--- src/logic/emcfg_pkg.sv ---
package emcfg_pkg;
  localparam logic [11:0] OFS_STA_LO = 12'h00C;
  localparam logic [11:0] OFS_STA_HI = 12'h010;
  localparam logic [11:0] OFS_STATUS = 12'h040;
  localparam logic [11:0] OFS_GAP = 12'h044;
  localparam logic [11:0] OFS_CRCM = 12'h048;
  localparam logic [11:0] OFS_CRCINV = 12'h04C;
  localparam logic [11:0] OFS_TSTIME = 12'h07C;
  localparam logic [11:0] OFS_XIF = 12'h080;
  localparam logic [11:0] OFS_CMD = 12'h108;
  localparam logic [31:0] RST_GAP = 32'h0000000C;
  localparam logic [31:0] RST_CRCINV = 32'hFFFFFFFF;
  localparam logic [31:0] MSK_GAP = 32'hFFFF003F;
  localparam logic [31:0] MSK_CRCM = 32'h00010000;
  localparam logic [31:0] MSK_XIF = 32'h00001020;
  localparam logic [31:0] MSK_CMD = 32'h347FFF93;
  localparam logic [31:0] MSK_STA_HI = 32'h0000FFFF;
  localparam int B_SHORT = 0;
  localparam int B_CRC_OFF = 16;
  localparam int B_UPD64 = 12;
  localparam int B_ONESTEP = 5;
  localparam int B_TS_RDY = 3;
  localparam int B_RXP_DIS = 29;
  localparam int B_TXP_DIS = 28;
  localparam int B_FIFO_RST = 26;
  localparam int B_FLUSH = 22;
  localparam int B_COMPAT = 20;
  localparam int B_PFC = 19;
  localparam int B_MASK_E = 18;
  localparam int B_MASK_P = 17;
  localparam int B_CTRL_PASS = 13;
  localparam int B_SW_RST = 12;
  localparam int B_ADDR_INS = 9;
  localparam int B_P_IGNORE = 8;
  localparam int B_P_FWD = 7;
  localparam int B_PROMISC = 4;
  localparam int B_RX_ON = 1;
  localparam int B_TX_ON = 0;
  localparam logic [7:0] IPG_MIN = 8'h0C;
  localparam logic [7:0] GAP_ALIGN = 8'h04;
  localparam logic [7:0] SHORT_CUT = 8'h04;
  localparam logic [15:0] ETYPE_CTRL = 16'h8808;
  localparam logic [15:0] OP_LINK = 16'h0001;
  localparam logic [15:0] OP_PFC = 16'h0101;
  localparam int QUANTUM_BITS = 512;
  localparam int PATH_BITS = 64;
  localparam int QUANTUM_CYC = QUANTUM_BITS / PATH_BITS;
  localparam int CLK_PERIOD_NS = 8;
  localparam logic [63:0] FRC_STEP = 64'(CLK_PERIOD_NS);
  localparam logic [2:0] SC_SEQ_CYC = 3'h4;
  localparam logic [1:0] RESP_OK = 2'h0;
  localparam logic [1:0] RESP_ERR = 2'h2;
endpackage : emcfg_pkg

--- src/logic/emcfg_axil.sv ---
module emcfg_axil
  import emcfg_pkg::*;
(
  input wire logic aclk,
  input wire logic aresetn,
  input wire logic ce,
  input wire logic [11:0] s_axi_awaddr,
  input wire logic s_axi_awvalid,
  output logic s_axi_awready,
  input wire logic [31:0] s_axi_wdata,
  input wire logic [3:0] s_axi_wstrb,
  input wire logic s_axi_wvalid,
  output logic s_axi_wready,
  output logic [1:0] s_axi_bresp,
  output logic s_axi_bvalid,
  input wire logic s_axi_bready,
  input wire logic [11:0] s_axi_araddr,
  input wire logic s_axi_arvalid,
  output logic s_axi_arready,
  output logic [31:0] s_axi_rdata,
  output logic [1:0] s_axi_rresp,
  output logic s_axi_rvalid,
  input wire logic s_axi_rready,
  output logic wr_stb,
  output logic [11:0] wr_addr,
  output logic [31:0] wr_data,
  output logic [3:0] wr_strb,
  input wire logic wr_ok,
  input wire logic [31:0] rd_data,
  input wire logic rd_ok
);
  logic aw_held_r;
  logic w_held_r;

  assign s_axi_awready = ce && !aw_held_r && !s_axi_bvalid;
  assign s_axi_wready = ce && !w_held_r && !s_axi_bvalid;
  assign s_axi_arready = ce && !s_axi_rvalid;
  assign wr_stb = ce && aw_held_r && w_held_r && !s_axi_bvalid;

  always_ff @(posedge aclk) begin
    if (!aresetn) begin
      aw_held_r <= 1'b0;
      w_held_r <= 1'b0;
      wr_addr <= 12'h000;
      wr_data <= 32'h00000000;
      wr_strb <= 4'h0;
      s_axi_bvalid <= 1'b0;
      s_axi_bresp <= RESP_OK;
    end else if (ce) begin
      if (s_axi_awvalid && s_axi_awready) begin
        aw_held_r <= 1'b1;
        wr_addr <= {s_axi_awaddr[11:2], 2'b00};
      end
      if (s_axi_wvalid && s_axi_wready) begin
        w_held_r <= 1'b1;
        wr_data <= s_axi_wdata;
        wr_strb <= s_axi_wstrb;
      end
      if (wr_stb) begin
        aw_held_r <= 1'b0;
        w_held_r <= 1'b0;
        s_axi_bvalid <= 1'b1;
        s_axi_bresp <= wr_ok ? RESP_OK : RESP_ERR;
      end else if (s_axi_bready) begin
        s_axi_bvalid <= 1'b0;
      end
    end
  end

  always_ff @(posedge aclk) begin
    if (!aresetn) begin
      s_axi_rvalid <= 1'b0;
      s_axi_rdata <= 32'h00000000;
      s_axi_rresp <= RESP_OK;
    end else if (ce) begin
      if (s_axi_arvalid && s_axi_arready) begin
        s_axi_rvalid <= 1'b1;
        s_axi_rdata <= rd_ok ? rd_data : 32'h00000000;
        s_axi_rresp <= rd_ok ? RESP_OK : RESP_ERR;
      end else if (s_axi_rready) begin
        s_axi_rvalid <= 1'b0;
      end
    end
  end
endmodule : emcfg_axil

--- src/logic/emcfg_pause_timer.sv ---
module emcfg_pause_timer
  import emcfg_pkg::*;
(
  input wire logic aclk,
  input wire logic aresetn,
  input wire logic ce,
  input wire logic load,
  input wire logic [15:0] quanta,
  output logic active
);
  logic [15:0] left_r;
  logic [2:0] pre_r;

  assign active = left_r != 16'h0000;

  // restart on every new frame; zero quanta ends the pause
  always_ff @(posedge aclk) begin
    if (!aresetn) begin
      left_r <= 16'h0000;
      pre_r <= 3'h0;
    end else if (ce) begin
      if (load) begin
        left_r <= quanta;
        pre_r <= 3'h0;
      end else if (active) begin
        pre_r <= pre_r + 3'h1;
        if (pre_r == 3'(QUANTUM_CYC - 1)) begin
          left_r <= left_r - 16'h0001;
          pre_r <= 3'h0;
        end
      end
    end
  end
endmodule : emcfg_pause_timer

--- src/logic/emcfg_top.sv ---
// Local design decision: the AXI4-Lite interface to the registers.
module emcfg_top
  import emcfg_pkg::*;
(
  input wire logic aclk,
  input wire logic aresetn,
  input wire logic ce,
  input wire logic [11:0] s_axi_awaddr,
  input wire logic s_axi_awvalid,
  output logic s_axi_awready,
  input wire logic [31:0] s_axi_wdata,
  input wire logic [3:0] s_axi_wstrb,
  input wire logic s_axi_wvalid,
  output logic s_axi_wready,
  output logic [1:0] s_axi_bresp,
  output logic s_axi_bvalid,
  input wire logic s_axi_bready,
  input wire logic [11:0] s_axi_araddr,
  input wire logic s_axi_arvalid,
  output logic s_axi_arready,
  output logic [31:0] s_axi_rdata,
  output logic [1:0] s_axi_rresp,
  output logic s_axi_rvalid,
  input wire logic s_axi_rready,
  input wire logic gap_req,
  output logic [7:0] gap_bytes,
  output logic gap_valid,
  input wire logic blk_tick,
  output logic idle_drop,
  output logic crc_check_off,
  input wire logic tx_crc_valid,
  input wire logic [31:0] tx_crc_in,
  input wire logic tx_crc_inv,
  output logic [31:0] tx_crc_out,
  output logic tx_crc_out_valid,
  input wire logic tx_ts_valid,
  input wire logic tx_ts_flag,
  input wire logic [31:0] tx_ts_value,
  input wire logic os_req,
  input wire logic os_wide,
  input wire logic [31:0] os_time_in,
  output logic [63:0] os_stamp,
  output logic os_stamp_valid,
  output logic low_latency_path,
  input wire logic rx_ctrl_valid,
  input wire logic [15:0] rx_ctrl_type,
  input wire logic [15:0] rx_ctrl_opcode,
  input wire logic [15:0] rx_ctrl_quanta,
  input wire logic [7:0] rx_ctrl_prio_en,
  output logic rx_ctrl_fwd,
  output logic rx_ctrl_drop,
  output logic tx_halt_express,
  output logic tx_halt_preempt,
  output logic rx_pause_status,
  output logic [7:0] pfc_status,
  input wire logic [7:0] xoff_gen,
  output logic [7:0] tx_xoff_req,
  output logic tx_xon_send,
  output logic tx_fifo_reset,
  output logic credit_reset,
  output logic datapath_reset,
  output logic tx_drain,
  output logic source_addr_overwrite,
  output logic [47:0] station_addr,
  output logic accept_all_frames,
  output logic rx_path_on,
  output logic tx_path_on
);
  logic wr_stb;
  logic [11:0] wr_addr;
  logic [31:0] wr_data;
  logic [3:0] wr_strb;
  logic wr_ok;
  logic [31:0] rd_data;
  logic rd_ok;
  logic [31:0] gap_r, crcm_r, crcinv_r, ts_r, xif_r, cmd_r, sta_lo_r, sta_hi_r;
  logic tx_time_ready_r;
  logic [2:0] sc_cnt_r [2];
  logic [31:0] wmask;
  logic [8:0] tmr_load;
  logic [8:0] tmr_act;
  logic [63:0] frc_r;
  logic signed [4:0] credit_r;
  logic [15:0] blk_cnt_r;
  logic txp_dis_q_r;

  emcfg_axil u_bus (
    .aclk(aclk),
    .aresetn(aresetn),
    .ce(ce),
    .s_axi_awaddr(s_axi_awaddr),
    .s_axi_awvalid(s_axi_awvalid),
    .s_axi_awready(s_axi_awready),
    .s_axi_wdata(s_axi_wdata),
    .s_axi_wstrb(s_axi_wstrb),
    .s_axi_wvalid(s_axi_wvalid),
    .s_axi_wready(s_axi_wready),
    .s_axi_bresp(s_axi_bresp),
    .s_axi_bvalid(s_axi_bvalid),
    .s_axi_bready(s_axi_bready),
    .s_axi_araddr(s_axi_araddr),
    .s_axi_arvalid(s_axi_arvalid),
    .s_axi_arready(s_axi_arready),
    .s_axi_rdata(s_axi_rdata),
    .s_axi_rresp(s_axi_rresp),
    .s_axi_rvalid(s_axi_rvalid),
    .s_axi_rready(s_axi_rready),
    .wr_stb(wr_stb),
    .wr_addr(wr_addr),
    .wr_data(wr_data),
    .wr_strb(wr_strb),
    .wr_ok(wr_ok),
    .rd_data(rd_data),
    .rd_ok(rd_ok)
  );

  assign wmask = {{8{wr_strb[3]}}, {8{wr_strb[2]}}, {8{wr_strb[1]}}, {8{wr_strb[0]}}};

  function automatic logic [31:0] merge(input logic [31:0] old, input logic [31:0] d,
                                        input logic [31:0] m, input logic [31:0] rw);
    merge = (old & ~(m & rw)) | (d & m & rw);
  endfunction : merge

  always_comb begin
    wr_ok = 1'b1;
    unique case (wr_addr)
      OFS_STA_LO, OFS_STA_HI, OFS_STATUS, OFS_GAP, OFS_CRCM, OFS_CRCINV, OFS_TSTIME,
      OFS_XIF, OFS_CMD: wr_ok = 1'b1;
      default: wr_ok = 1'b0;
    endcase
  end

  always_comb begin
    rd_ok = 1'b1;
    rd_data = 32'h00000000;
    unique case ({s_axi_araddr[11:2], 2'b00})
      OFS_STA_LO: rd_data = sta_lo_r;
      OFS_STA_HI: rd_data = sta_hi_r;
      OFS_STATUS: rd_data = 32'(tx_time_ready_r) << B_TS_RDY;
      OFS_GAP: rd_data = gap_r;
      OFS_CRCM: rd_data = crcm_r;
      OFS_CRCINV: rd_data = crcinv_r;
      OFS_TSTIME: rd_data = ts_r;
      OFS_XIF: rd_data = xif_r;
      OFS_CMD: rd_data = cmd_r;
      default: rd_ok = 1'b0;
    endcase
  end

  // configuration registers
  always_ff @(posedge aclk) begin
    if (!aresetn) begin
      gap_r <= RST_GAP;
      crcm_r <= 32'h00000000;
      crcinv_r <= RST_CRCINV;
      xif_r <= 32'h00000000;
      sta_lo_r <= 32'h00000000;
      sta_hi_r <= 32'h00000000;
    end else if (ce && wr_stb) begin
      if (wr_addr == OFS_GAP) gap_r <= merge(gap_r, wr_data, wmask, MSK_GAP);
      if (wr_addr == OFS_CRCM) crcm_r <= merge(crcm_r, wr_data, wmask, MSK_CRCM);
      if (wr_addr == OFS_CRCINV) crcinv_r <= merge(crcinv_r, wr_data, wmask, RST_CRCINV);
      if (wr_addr == OFS_XIF) xif_r <= merge(xif_r, wr_data, wmask, MSK_XIF);
      if (wr_addr == OFS_STA_LO) sta_lo_r <= merge(sta_lo_r, wr_data, wmask, RST_CRCINV);
      if (wr_addr == OFS_STA_HI) sta_hi_r <= merge(sta_hi_r, wr_data, wmask, MSK_STA_HI);
    end
  end

  // command register; the two self-clearing bits run a short sequence
  always_ff @(posedge aclk) begin
    if (!aresetn) begin
      cmd_r <= 32'h00000000;
      sc_cnt_r[0] <= 3'h0;
      sc_cnt_r[1] <= 3'h0;
    end else if (ce) begin
      for (int i = 0; i < 2; i++) begin
        if (sc_cnt_r[i] != 3'h0) sc_cnt_r[i] <= sc_cnt_r[i] - 3'h1;
      end
      if (sc_cnt_r[0] == 3'h1) cmd_r[B_FIFO_RST] <= 1'b0;
      if (sc_cnt_r[1] == 3'h1) cmd_r[B_SW_RST] <= 1'b0;
      if (wr_stb && wr_addr == OFS_CMD) begin
        cmd_r <= merge(cmd_r, wr_data, wmask, MSK_CMD);
        if (wmask[B_FIFO_RST] && wr_data[B_FIFO_RST]) sc_cnt_r[0] <= SC_SEQ_CYC;
        if (wmask[B_SW_RST] && wr_data[B_SW_RST]) sc_cnt_r[1] <= SC_SEQ_CYC;
      end
    end
  end

  assign tx_fifo_reset = cmd_r[B_FIFO_RST];
  assign credit_reset = cmd_r[B_FIFO_RST];
  assign datapath_reset = cmd_r[B_SW_RST];
  assign tx_drain = cmd_r[B_FLUSH];
  assign source_addr_overwrite = cmd_r[B_ADDR_INS];
  assign station_addr = {sta_hi_r[15:0], sta_lo_r};
  assign accept_all_frames = cmd_r[B_PROMISC];
  assign rx_path_on = cmd_r[B_RX_ON];
  assign tx_path_on = cmd_r[B_TX_ON];
  assign crc_check_off = crcm_r[B_CRC_OFF];
  assign low_latency_path = !xif_r[B_ONESTEP];

  // deficit idle count on a 4-byte grid keeps each gap within 3 bytes of average, except in short mode (4 below)
  logic [7:0] gap_avg;
  logic [7:0] gap_want;
  logic [7:0] gap_pick;
  always_comb begin
    gap_avg = ({2'b00, gap_r[5:2], 2'b00} < IPG_MIN) ? IPG_MIN
                                                     : {2'b00, gap_r[5:2], 2'b00};
    gap_want = gap_avg + 8'(signed'({{3{credit_r[4]}}, credit_r}));
    gap_pick = (gap_want[1:0] >= 2'h2) ? ((gap_want & ~(GAP_ALIGN - 8'h01)) + GAP_ALIGN)
                                       : (gap_want & ~(GAP_ALIGN - 8'h01));
  end

  always_ff @(posedge aclk) begin
    if (!aresetn) begin
      credit_r <= 5'sh00;
      gap_bytes <= IPG_MIN;
      gap_valid <= 1'b0;
    end else if (ce) begin
      gap_valid <= gap_req;
      if (gap_req) begin
        if (gap_r[B_SHORT]) begin
          gap_bytes <= gap_avg - SHORT_CUT;
          credit_r <= 5'sh00;
        end else begin
          gap_bytes <= gap_pick;
          credit_r <= 5'(signed'(gap_want - gap_pick));
        end
      end
    end
  end

  // idle block removal for alignment marker compensation
  always_ff @(posedge aclk) begin
    if (!aresetn) begin
      blk_cnt_r <= 16'h0000;
      idle_drop <= 1'b0;
    end else if (ce) begin
      idle_drop <= 1'b0;
      if (gap_r[31:16] == 16'h0000) begin
        blk_cnt_r <= 16'h0000;
      end else if (blk_tick) begin
        if (blk_cnt_r >= gap_r[31:16] - 16'h0001) begin
          blk_cnt_r <= 16'h0000;
          idle_drop <= 1'b1;
        end else begin
          blk_cnt_r <= blk_cnt_r + 16'h0001;
        end
      end
    end
  end

  // transmit CRC invert
  always_ff @(posedge aclk) begin
    if (!aresetn) begin
      tx_crc_out <= 32'h00000000;
      tx_crc_out_valid <= 1'b0;
    end else if (ce) begin
      tx_crc_out_valid <= tx_crc_valid;
      if (tx_crc_valid) tx_crc_out <= tx_crc_in ^ (tx_crc_inv ? crcinv_r : 32'h00000000);
    end
  end

  // transmit timestamp capture; a new capture beats a software clear
  always_ff @(posedge aclk) begin
    if (!aresetn) begin
      ts_r <= 32'h00000000;
      tx_time_ready_r <= 1'b0;
    end else if (ce) begin
      if (tx_ts_valid && tx_ts_flag) begin
        ts_r <= tx_ts_value;
        tx_time_ready_r <= 1'b1;
      end else if (wr_stb && wr_addr == OFS_STATUS && wmask[B_TS_RDY] && wr_data[B_TS_RDY]) begin
        tx_time_ready_r <= 1'b0;
      end
    end
  end

  // free-running time and one-step stamping
  always_ff @(posedge aclk) begin
    if (!aresetn) begin
      frc_r <= 64'h0000000000000000;
      os_stamp <= 64'h0000000000000000;
      os_stamp_valid <= 1'b0;
    end else if (ce) begin
      frc_r <= frc_r + FRC_STEP;
      os_stamp_valid <= os_req && xif_r[B_ONESTEP];
      if (os_req && xif_r[B_ONESTEP]) begin
        os_stamp <= (os_wide && xif_r[B_UPD64]) ? {os_time_in, frc_r[31:0]} : frc_r;
      end
    end
  end

  // received control frame classification
  logic ctrl_hit;
  logic pause_hit;
  logic rxp_dis;
  logic pause_mask;
  assign ctrl_hit = rx_ctrl_valid && rx_ctrl_type == ETYPE_CTRL;
  assign pause_hit = ctrl_hit && rx_ctrl_opcode == (cmd_r[B_PFC] ? OP_PFC : OP_LINK);
  assign rxp_dis = cmd_r[B_RXP_DIS] || cmd_r[B_P_IGNORE];
  assign pause_mask = cmd_r[B_RXP_DIS] || cmd_r[B_FLUSH];

  always_ff @(posedge aclk) begin
    if (!aresetn) begin
      rx_ctrl_fwd <= 1'b0;
      rx_ctrl_drop <= 1'b0;
    end else if (ce) begin
      rx_ctrl_fwd <= ctrl_hit && (pause_hit ? cmd_r[B_P_FWD] : cmd_r[B_CTRL_PASS]);
      rx_ctrl_drop <= ctrl_hit && !(pause_hit ? cmd_r[B_P_FWD] : cmd_r[B_CTRL_PASS]);
    end
  end

  // timers 0..7 serve priorities, timer 8 serves link pause
  genvar g;
  generate
    for (g = 0; g < 9; g++) begin : g_tmr
      if (g < 8) begin : g_pfc
        assign tmr_load[g] = pause_hit && !rxp_dis && cmd_r[B_PFC] && rx_ctrl_prio_en[g];
      end else begin : g_link
        assign tmr_load[g] = pause_hit && !rxp_dis && !cmd_r[B_PFC];
      end
      emcfg_pause_timer u_tmr (
        .aclk(aclk),
        .aresetn(aresetn),
        .ce(ce),
        .load(tmr_load[g]),
        .quanta(rx_ctrl_quanta),
        .active(tmr_act[g])
      );
    end
  endgenerate

  always_ff @(posedge aclk) begin
    if (!aresetn) begin
      tx_halt_express <= 1'b0;
      tx_halt_preempt <= 1'b0;
      rx_pause_status <= 1'b0;
      pfc_status <= 8'h00;
    end else if (ce) begin
      tx_halt_express <= tmr_act[8] && !pause_mask && !cmd_r[B_PFC] && !cmd_r[B_COMPAT]
                         && !cmd_r[B_MASK_E];
      tx_halt_preempt <= tmr_act[8] && !pause_mask && !cmd_r[B_PFC] && !cmd_r[B_COMPAT]
                         && !cmd_r[B_MASK_P];
      rx_pause_status <= tmr_act[8] && !pause_mask && !cmd_r[B_PFC];
      pfc_status <= tmr_act[7:0] & {8{!pause_mask && cmd_r[B_PFC]}};
    end
  end

  // transmit pause generation
  always_ff @(posedge aclk) begin
    if (!aresetn) begin
      tx_xoff_req <= 8'h00;
      tx_xon_send <= 1'b0;
      txp_dis_q_r <= 1'b0;
    end else if (ce) begin
      txp_dis_q_r <= cmd_r[B_TXP_DIS];
      tx_xoff_req <= xoff_gen & {8{!cmd_r[B_TXP_DIS] && !cmd_r[B_FLUSH]}};
      tx_xon_send <= cmd_r[B_TXP_DIS] && !txp_dis_q_r && (tx_xoff_req != 8'h00);
    end
  end
endmodule : emcfg_top

--- config.mk ---
export PLATFORM = sky130hd
export DESIGN_NAME = emcfg_top
export DESIGN_NICKNAME = d
export VERILOG_FILES = /design/src/logic/emcfg_pkg.sv /design/src/logic/emcfg_axil.sv /design/src/logic/emcfg_pause_timer.sv /design/src/logic/emcfg_top.sv
export SDC_FILE = /design/constraint.sdc
export NUM_CORES = 2
export LEC_CHECK = 0
export ABC_AREA = 1
export BUFFER_PORTS_ARGS = -buffer_cell sky130_fd_sc_hd__buf_4
export CORE_AREA = 2 2 343 345
export CTS_BUF_LIST = sky130_fd_sc_hd__clkbuf_8
export CTS_CLUSTER_DIAMETER = 150
export CTS_CLUSTER_SIZE = 8
export DETAILED_ROUTE_END_ITERATION = 7
export DIE_AREA = 0 0 345 347
export PLACE_DENSITY_LB_ADDON = 0.15
export SETUP_SLACK_MARGIN = 0.1
export SYNTH_ARGS = -nofsm -noshare
export SYNTH_HDL_FRONTEND = slang
export SYNTH_HIERARCHICAL = 1
export SYNTH_SLANG_ARGS = --single-unit
--- constraint.sdc ---
create_clock -name aclk -period 2.3 [get_ports aclk]
set_input_delay 0.23 -clock aclk [delete_from_list [all_inputs] [get_ports aclk]]
set_output_delay 0.23 -clock aclk [all_outputs]
set_load 0.05 [all_outputs]
# Yosys cells after proc, flatten, opt, wreduce, memory -nomap -nowiden
# Memory sizes are Yosys's and may differ from the RTL's.
# Index checks and enable logic that the tools add are counted.
# op_classes
n_eq_ne	31
order_cmp	3
n_reduce_logical	144
bitwise_logic	28
addsub	27
muxes	110
# op_table
operator	count
$mux 16	30
$pmux 32 s9	1
$and 32x32->32	8
$sub 16x1->16 const B	10
$reduce_bool 16->1	9
$eq 10x5->1 const B	10
$or 32x32->32	3
$mux 3	31
$add 64x4->64 const B	1
$mux 32	2
$mux 64	1
$not 32->32	2
$reduce_and 2->1	32
$reduce_bool 2->1	26
$logic_and 1x1->1	45
$mux 1	37
$not 13->32	1
$not 16->32	1
$not 17->32	1
$not 30->32	1
$or 32x13->32	1
$or 32x16->32	1
$or 32x17->32	1
$or 32x30->32	1
other kinds (34)	87
# totals
output_inout_bits	229
ramBits	6
ff_bits	730
memories	1
# memory_table
name	words	word_bits	rd	rd_clocked_by_memory_dff	wr	line_no	text
sc_cnt_r	2	3	2	0	2	emcfg_top.sv:78	logic [2:0] sc_cnt_r [2];

# Depth between registers and ports, before layout
# logic_depth
ltp_word	9
mapped_depth	19
depth_no_buf	18

# By module
# Netlist, hierarchy kept.
# by_module_without_submodules
mod	n_inst	cells_each	area_per_inst_um2
emcfg_top	1	2507	17915.9
emcfg_pause_timer (g_tmr[0].u_tmr ...)	8	253	1420.1
emcfg_axil	1	583	3828.7
emcfg_pause_timer (g_tmr[4].u_tmr)	1	254	1447.6

# Worst setup path before layout
# Ideal clock, no wire load.
# synth_path
path_kind	flip-flop to flip-flop
from	reg gap_r[20]
to	reg blk_cnt_r[9]
arrival_time_ns	2.365
path_buffers	1
required_time_ns	2.236
period_less_slack_ns	2.429
stages_incl_launch_ff	16
path_slack_ns	-0.129
setup_time_ns	0.064
path_cell_list	dfxtp_1 inv_1 nand4_1 nor2_1 nand4_1 nor3_1 xor2_1 ha_1 a21oi_1 o21ai_0 a21oi_1 nand3_1 nand2_1 nand2_2 buf_6 nor2_1
# synth_via
elab_chain_cells	5
# synth_lines
item	line_no	text
from (decl)	emcfg_top.sv:76	logic [31:0] gap_r, crcm_r, crcinv_r, ts_r, xif_r, cmd_r, sta_lo_r, sta_hi_r;
from (signal assigned)	emcfg_top.sv:160	if (wr_addr == OFS_GAP) gap_r <= merge(gap_r, wr_data, wmask, MSK_GAP);
$sub 16x1->16	emcfg_top.sv:242	if (blk_cnt_r >= gap_r[31:16] - 16'h0001) begin
$ge 16x16->1	emcfg_top.sv:242	
$mux 16	emcfg_top.sv:242	
$mux 16	emcfg_top.sv:241	end else if (blk_tick) begin
$mux 16	emcfg_top.sv:239	if (gap_r[31:16] == 16'h0000) begin
to (signal assigned)	emcfg_top.sv:246	blk_cnt_r <= blk_cnt_r + 16'h0001;
to (decl)	emcfg_top.sv:84	logic [15:0] blk_cnt_r;
# Parallel ways exist; a longest one is shown, timed or not. The select of a mux whose other input is x is not followed.
# A chain may end at the register's enable or synchronous reset.

# Worst setup path in the final report
# layout_path
from	reg cmd_r[19]
to	reg g_tmr[3].u_tmr.left_r[9]
# layout_via
elab_chain_cells	8
# layout_lines
item	line_no	text
from (decl)	emcfg_top.sv:76	
from (signal assigned)	emcfg_top.sv:182	cmd_r <= merge(cmd_r, wr_data, wmask, MSK_CMD);
$mux 9	emcfg_top.sv:299	assign pause_hit = ctrl_hit && rx_ctrl_opcode == (cmd_r[B_PFC] ? OP_PFC : OP_LINK);
$eq 16x9->1	emcfg_top.sv:299	
$logic_and 1x1->1	emcfg_top.sv:299	
$logic_and 1x1->1	emcfg_top.sv:318	assign tmr_load[g] = pause_hit && !rxp_dis && cmd_r[B_PFC] && rx_ctrl_prio_en[g];
$logic_and 1x1->1 * (2 in a row)	emcfg_top.sv:318	
net tmr_load[3]	emcfg_top.sv:80	logic [8:0] tmr_load;
$reduce_bool 2->1 (no line)	n/a	
$reduce_and 3->1 (no line)	n/a	
to (signal assigned)	emcfg_pause_timer.sv:23	left_r <= quanta;
to (signal assigned)	emcfg_pause_timer.sv:28	left_r <= left_r - 16'h0001;
to (decl)	emcfg_pause_timer.sv:11	logic [15:0] left_r;
# The timed path passes the listed nets; every way through them passes the cells marked *.

==> flow_summary.yaml <==
outcome:
  run_status: "finished with violations"
  violations: "negative setup slack"
power:
  leakage_nw: 21.3
  vdd_drop_max_mv: 0.372
  power.density_nw_per_um2: 473
timing:
  clock_skew_ns: 0.0732
  setup_viol: 152
  finalHoldViolations: 0
  hold_ws_ns: 0.0804
  worst_slack_ns: -0.148
  fmaxAchievable_mhz: 409
  rsz0062_at_grt: "true"
  worst_pin_slew_ns: 1.05
  finalCritPeriodShare_pct: 106
  relSlewSlack_pct: 29.7
  post-route-min-period_ns: 2.45
  final_max_slew_viol_count: 0
setup_path:
  critPathMaxFanout: 8
  r2r_cells: 14
  worstSetupStartpointType: "register"
  cp.arrival_ns: 3.14
  r2r_slack_ns: -0.15
  r2r_end: "g_tmr[3].u_tmr/left_r[9]"
  setup.worst_path.class: "reg -> reg"
  reg2reg_from: "cmd_r[19]"
  critPathRequiredTime_ns: 2.99
  endpoint_kind: "register"
synth:
  synth_common_cells: "nand2_1, nor2_1, dfxtp_1"
  synthXorXnorAreaFrac_pct: 1.88
  muxShareOfSynthArea_pct: 0
  syn_inst: 5368
  ys_seq_area_share_pct: 36.2
  syn_area_per_cell_um2: 6.44
  yosys.cell_types.count: 52
  synth_adder_area_share_pct: 2.16
  synthFlopType: "dfxtp_1"
  async_flop_share_pct: 0
  synth_compound_area_share_pct: 12.0
  synth.area.top_cells: "dfxtp_1, nand2_1, nor2_1"
  synth_most_common_cell: "nand2_1"
  ys_seq_elements: 625
  synth_top_cell_by_area: "dfxtp_1"
  yosys.area_share.simple_pct: 37.4
  mappedNetlistArea_um2: 34600
  synth_top_family_by_area: "simple AND/OR/NAND/NOR gates"
  yosysWarnings: 6
  synth-edff-count: 0
  synth_top_cell_area_share_pct: 36.2
floorplan:
  die_x_um: 345
  core_area_um2: 116000
  start_util_pct: 29.9
  dieHeight_um: 347
  die_area_um2: 120000
  row_count: 125
  ios: 466
detailed_routing:
  drt-vias-per-instance: 4.69
  num_vias: 36108
  drtIter0Drc: 2442
  wl_per_cell_um: 17.0
  drc: 0
  drt-pass1-iter-count: 5
  detail-route-antenna-nets: 0
  routed_wl_um: 131000
cells_and_area:
  syn2layout_area_growth_pct: 34.1
  fin_util_pct: 40.0
  fin_area_um2: 46300
  final_nets: 6466
  finalNonFillerCells: 7701
  fill_cells: 12391
  layout-drive-gt1-share_pct: 20.3
placed_design:
  portBuffers: 454
  pre_cts_ws_ns: -0.715
  dpl-instance-area_um2: 40200
  gp_congestion: 0.845
  hpwlAfterDp_um: 91000
  dp.cells: 7285
clock_network:
  clk_pin_slew_ns: 0.08
  cts_sinks: 625
  cts_max_level: 3
  numCtsBuffers: 88
  clock_path_buffers: 3
  insertion_delay_ns: 0.76
  clock-root-buffer: "clkbuf_8"
  cts_tree: "built"
hold_path:
  holdPathEnd: "tx_crc_out[5]"
  hold_path_depth: 4
  hold_path.class: "in -> reg"
  hold_start: "tx_crc_inv"
global_route:
  grt_overflow_total: 0
  first_global_vias: 33383
  grt_antenna_before_repair: 7
  grt_usage_pct: 20.8
  grt_pass1_wl_um: 197000
  grt_max_degree: 125
job:
  cap_viol_max_count: 0
## layer usage
metal	share of wire (%)	global-route usage (%)	vias to the layer above
li1	-	-	18552
met5	0.030	0	-
met3	5.3	3.71	166
met1	48	28.9	16513
met4	2.3	5.37	6
met2	45	33.1	871
## power by group
| part | internal, mW | switching [mW] | total (mW) | leakage, nW |
|---|---|---|---|---|
| Clock | 3.60 | 4.62 | 8.22 | 0.689 |
| Sequential | 11.0 | 0.183 | 11.2 | 5.06 |
| Combinational | 1.05 | 1.46 | 2.51 | 15.6 |
| Total | 15.7 | 6.26 | 21.9 | 21.3 |
## area by class of cell
cell class	instances	area, um2	area share, %
Multi-Input combinational cell	3912	19800	42.7
Sequential cell	625	12500	27.0
Timing Repair Buffer	938	8480	18.3
Inverter	605	2300	4.97
Tap cell	1524	1910	4.11
Clock buffer	89	1220	2.64
Clock inverter	7	98.8	0.213
Antenna cell	1	2.50	0.00540
## registers in the layout, summed over array words and instances (netlist names), 27 cells and up
register            count
crcinv_r               32
frc_r                  61
g_tmr.u_tmr/left_r    144
g_tmr.u_tmr/pre_r      27
os_stamp               61
sta_lo_r               32
ts_r                   32
tx_crc_out             32
u_bus/s_axi_rdata      32
u_bus/wr_data          32
## how the worst max path moves through the flow
stage,cells past startpoint,slack [ns],startpoint,end
CTS,14,-0.12,gap_r[17],blk_cnt_r[7]
floorplan,15,-0.03,gap_r[17],blk_cnt_r[9]
global route,14,-0.36,gap_r[17],blk_cnt_r[15]
global placement,15,-0.56,cmd_r[19],g_tmr[0].u_tmr/pre_r[1]
finish,14,-0.15,cmd_r[19],g_tmr[3].u_tmr/left_r[9]
detailed placement,15,-0.71,cmd_r[19],g_tmr[0].u_tmr/pre_r[2]
## cell usage in the layout (no fill, tap or decap), types with 7 or more instances in the layout
master	n
nand2_1	1267
nor2_1	856
dfxtp_1	622
buf_4	585
inv_1	558
a21oi_1	385
o21ai_0	293
dlygate4sd3_1	279
nand3_1	238
nand2_2	135
nand4_1	123
nor2_2	105
clkbuf_8	89
nand2_4	76
nor2_4	71
xor2_1	66
ha_1	57
inv_2	35
o22ai_1	33
buf_6	29
nor3_1	28
buf_12	28
nand3_4	23
o21ai_1	21
o2111ai_1	20
clkbuf_16	14
o211ai_1	12
nand3_2	12
and2_1	9
conb_1	9
nand3b_1	8
xnor2_1	7
inv_4	7
## kinds of logic after synthesis
logic type / Yosys count
buf+inv: 839
fa+ha+maj: 59
flops: 625
compound gates: 790
simple gates: 2979
other cells: 2
xor+xnor: 74
## timing repair
action | 4_1_cts | 5_1_grt
hold endpoints to repair | 362 | 0
gates cloned | 2 | 21
resized for setup | 109 | 351
setup endpoints to repair | 189 | 221
hold buffers | 279 | 0
pin swaps | 40 | 144
setup buffers | 7 | 12
## through the flow
stage | TNS, ns | power (mW)
after global routing | -37.51 | 22.9
final | -14.48 | 21.9
after global placement | -75.51 | 13.5
after detailed placement | -94.91 | 13.5
after floorplan | -0.288 | 12.5
after CTS | -6.64 | 22.3
## worst max-delay path, stage by stage (launching register included)
cell       delay (ns)
dfxtp_4          0.42
xnor2_2          0.13
nand3_2          0.11
nor2_4           0.20
nand4_1          0.14
or2_1            0.28
buf_12           0.18
nor2_4           0.13
inv_2            0.06
nand3_4          0.10
nand3_4          0.15
clkbuf_16        0.24
nand2_4          0.06
nand2_2          0.04
nor2_1           0.11
(Power assumes the default switching activity.)
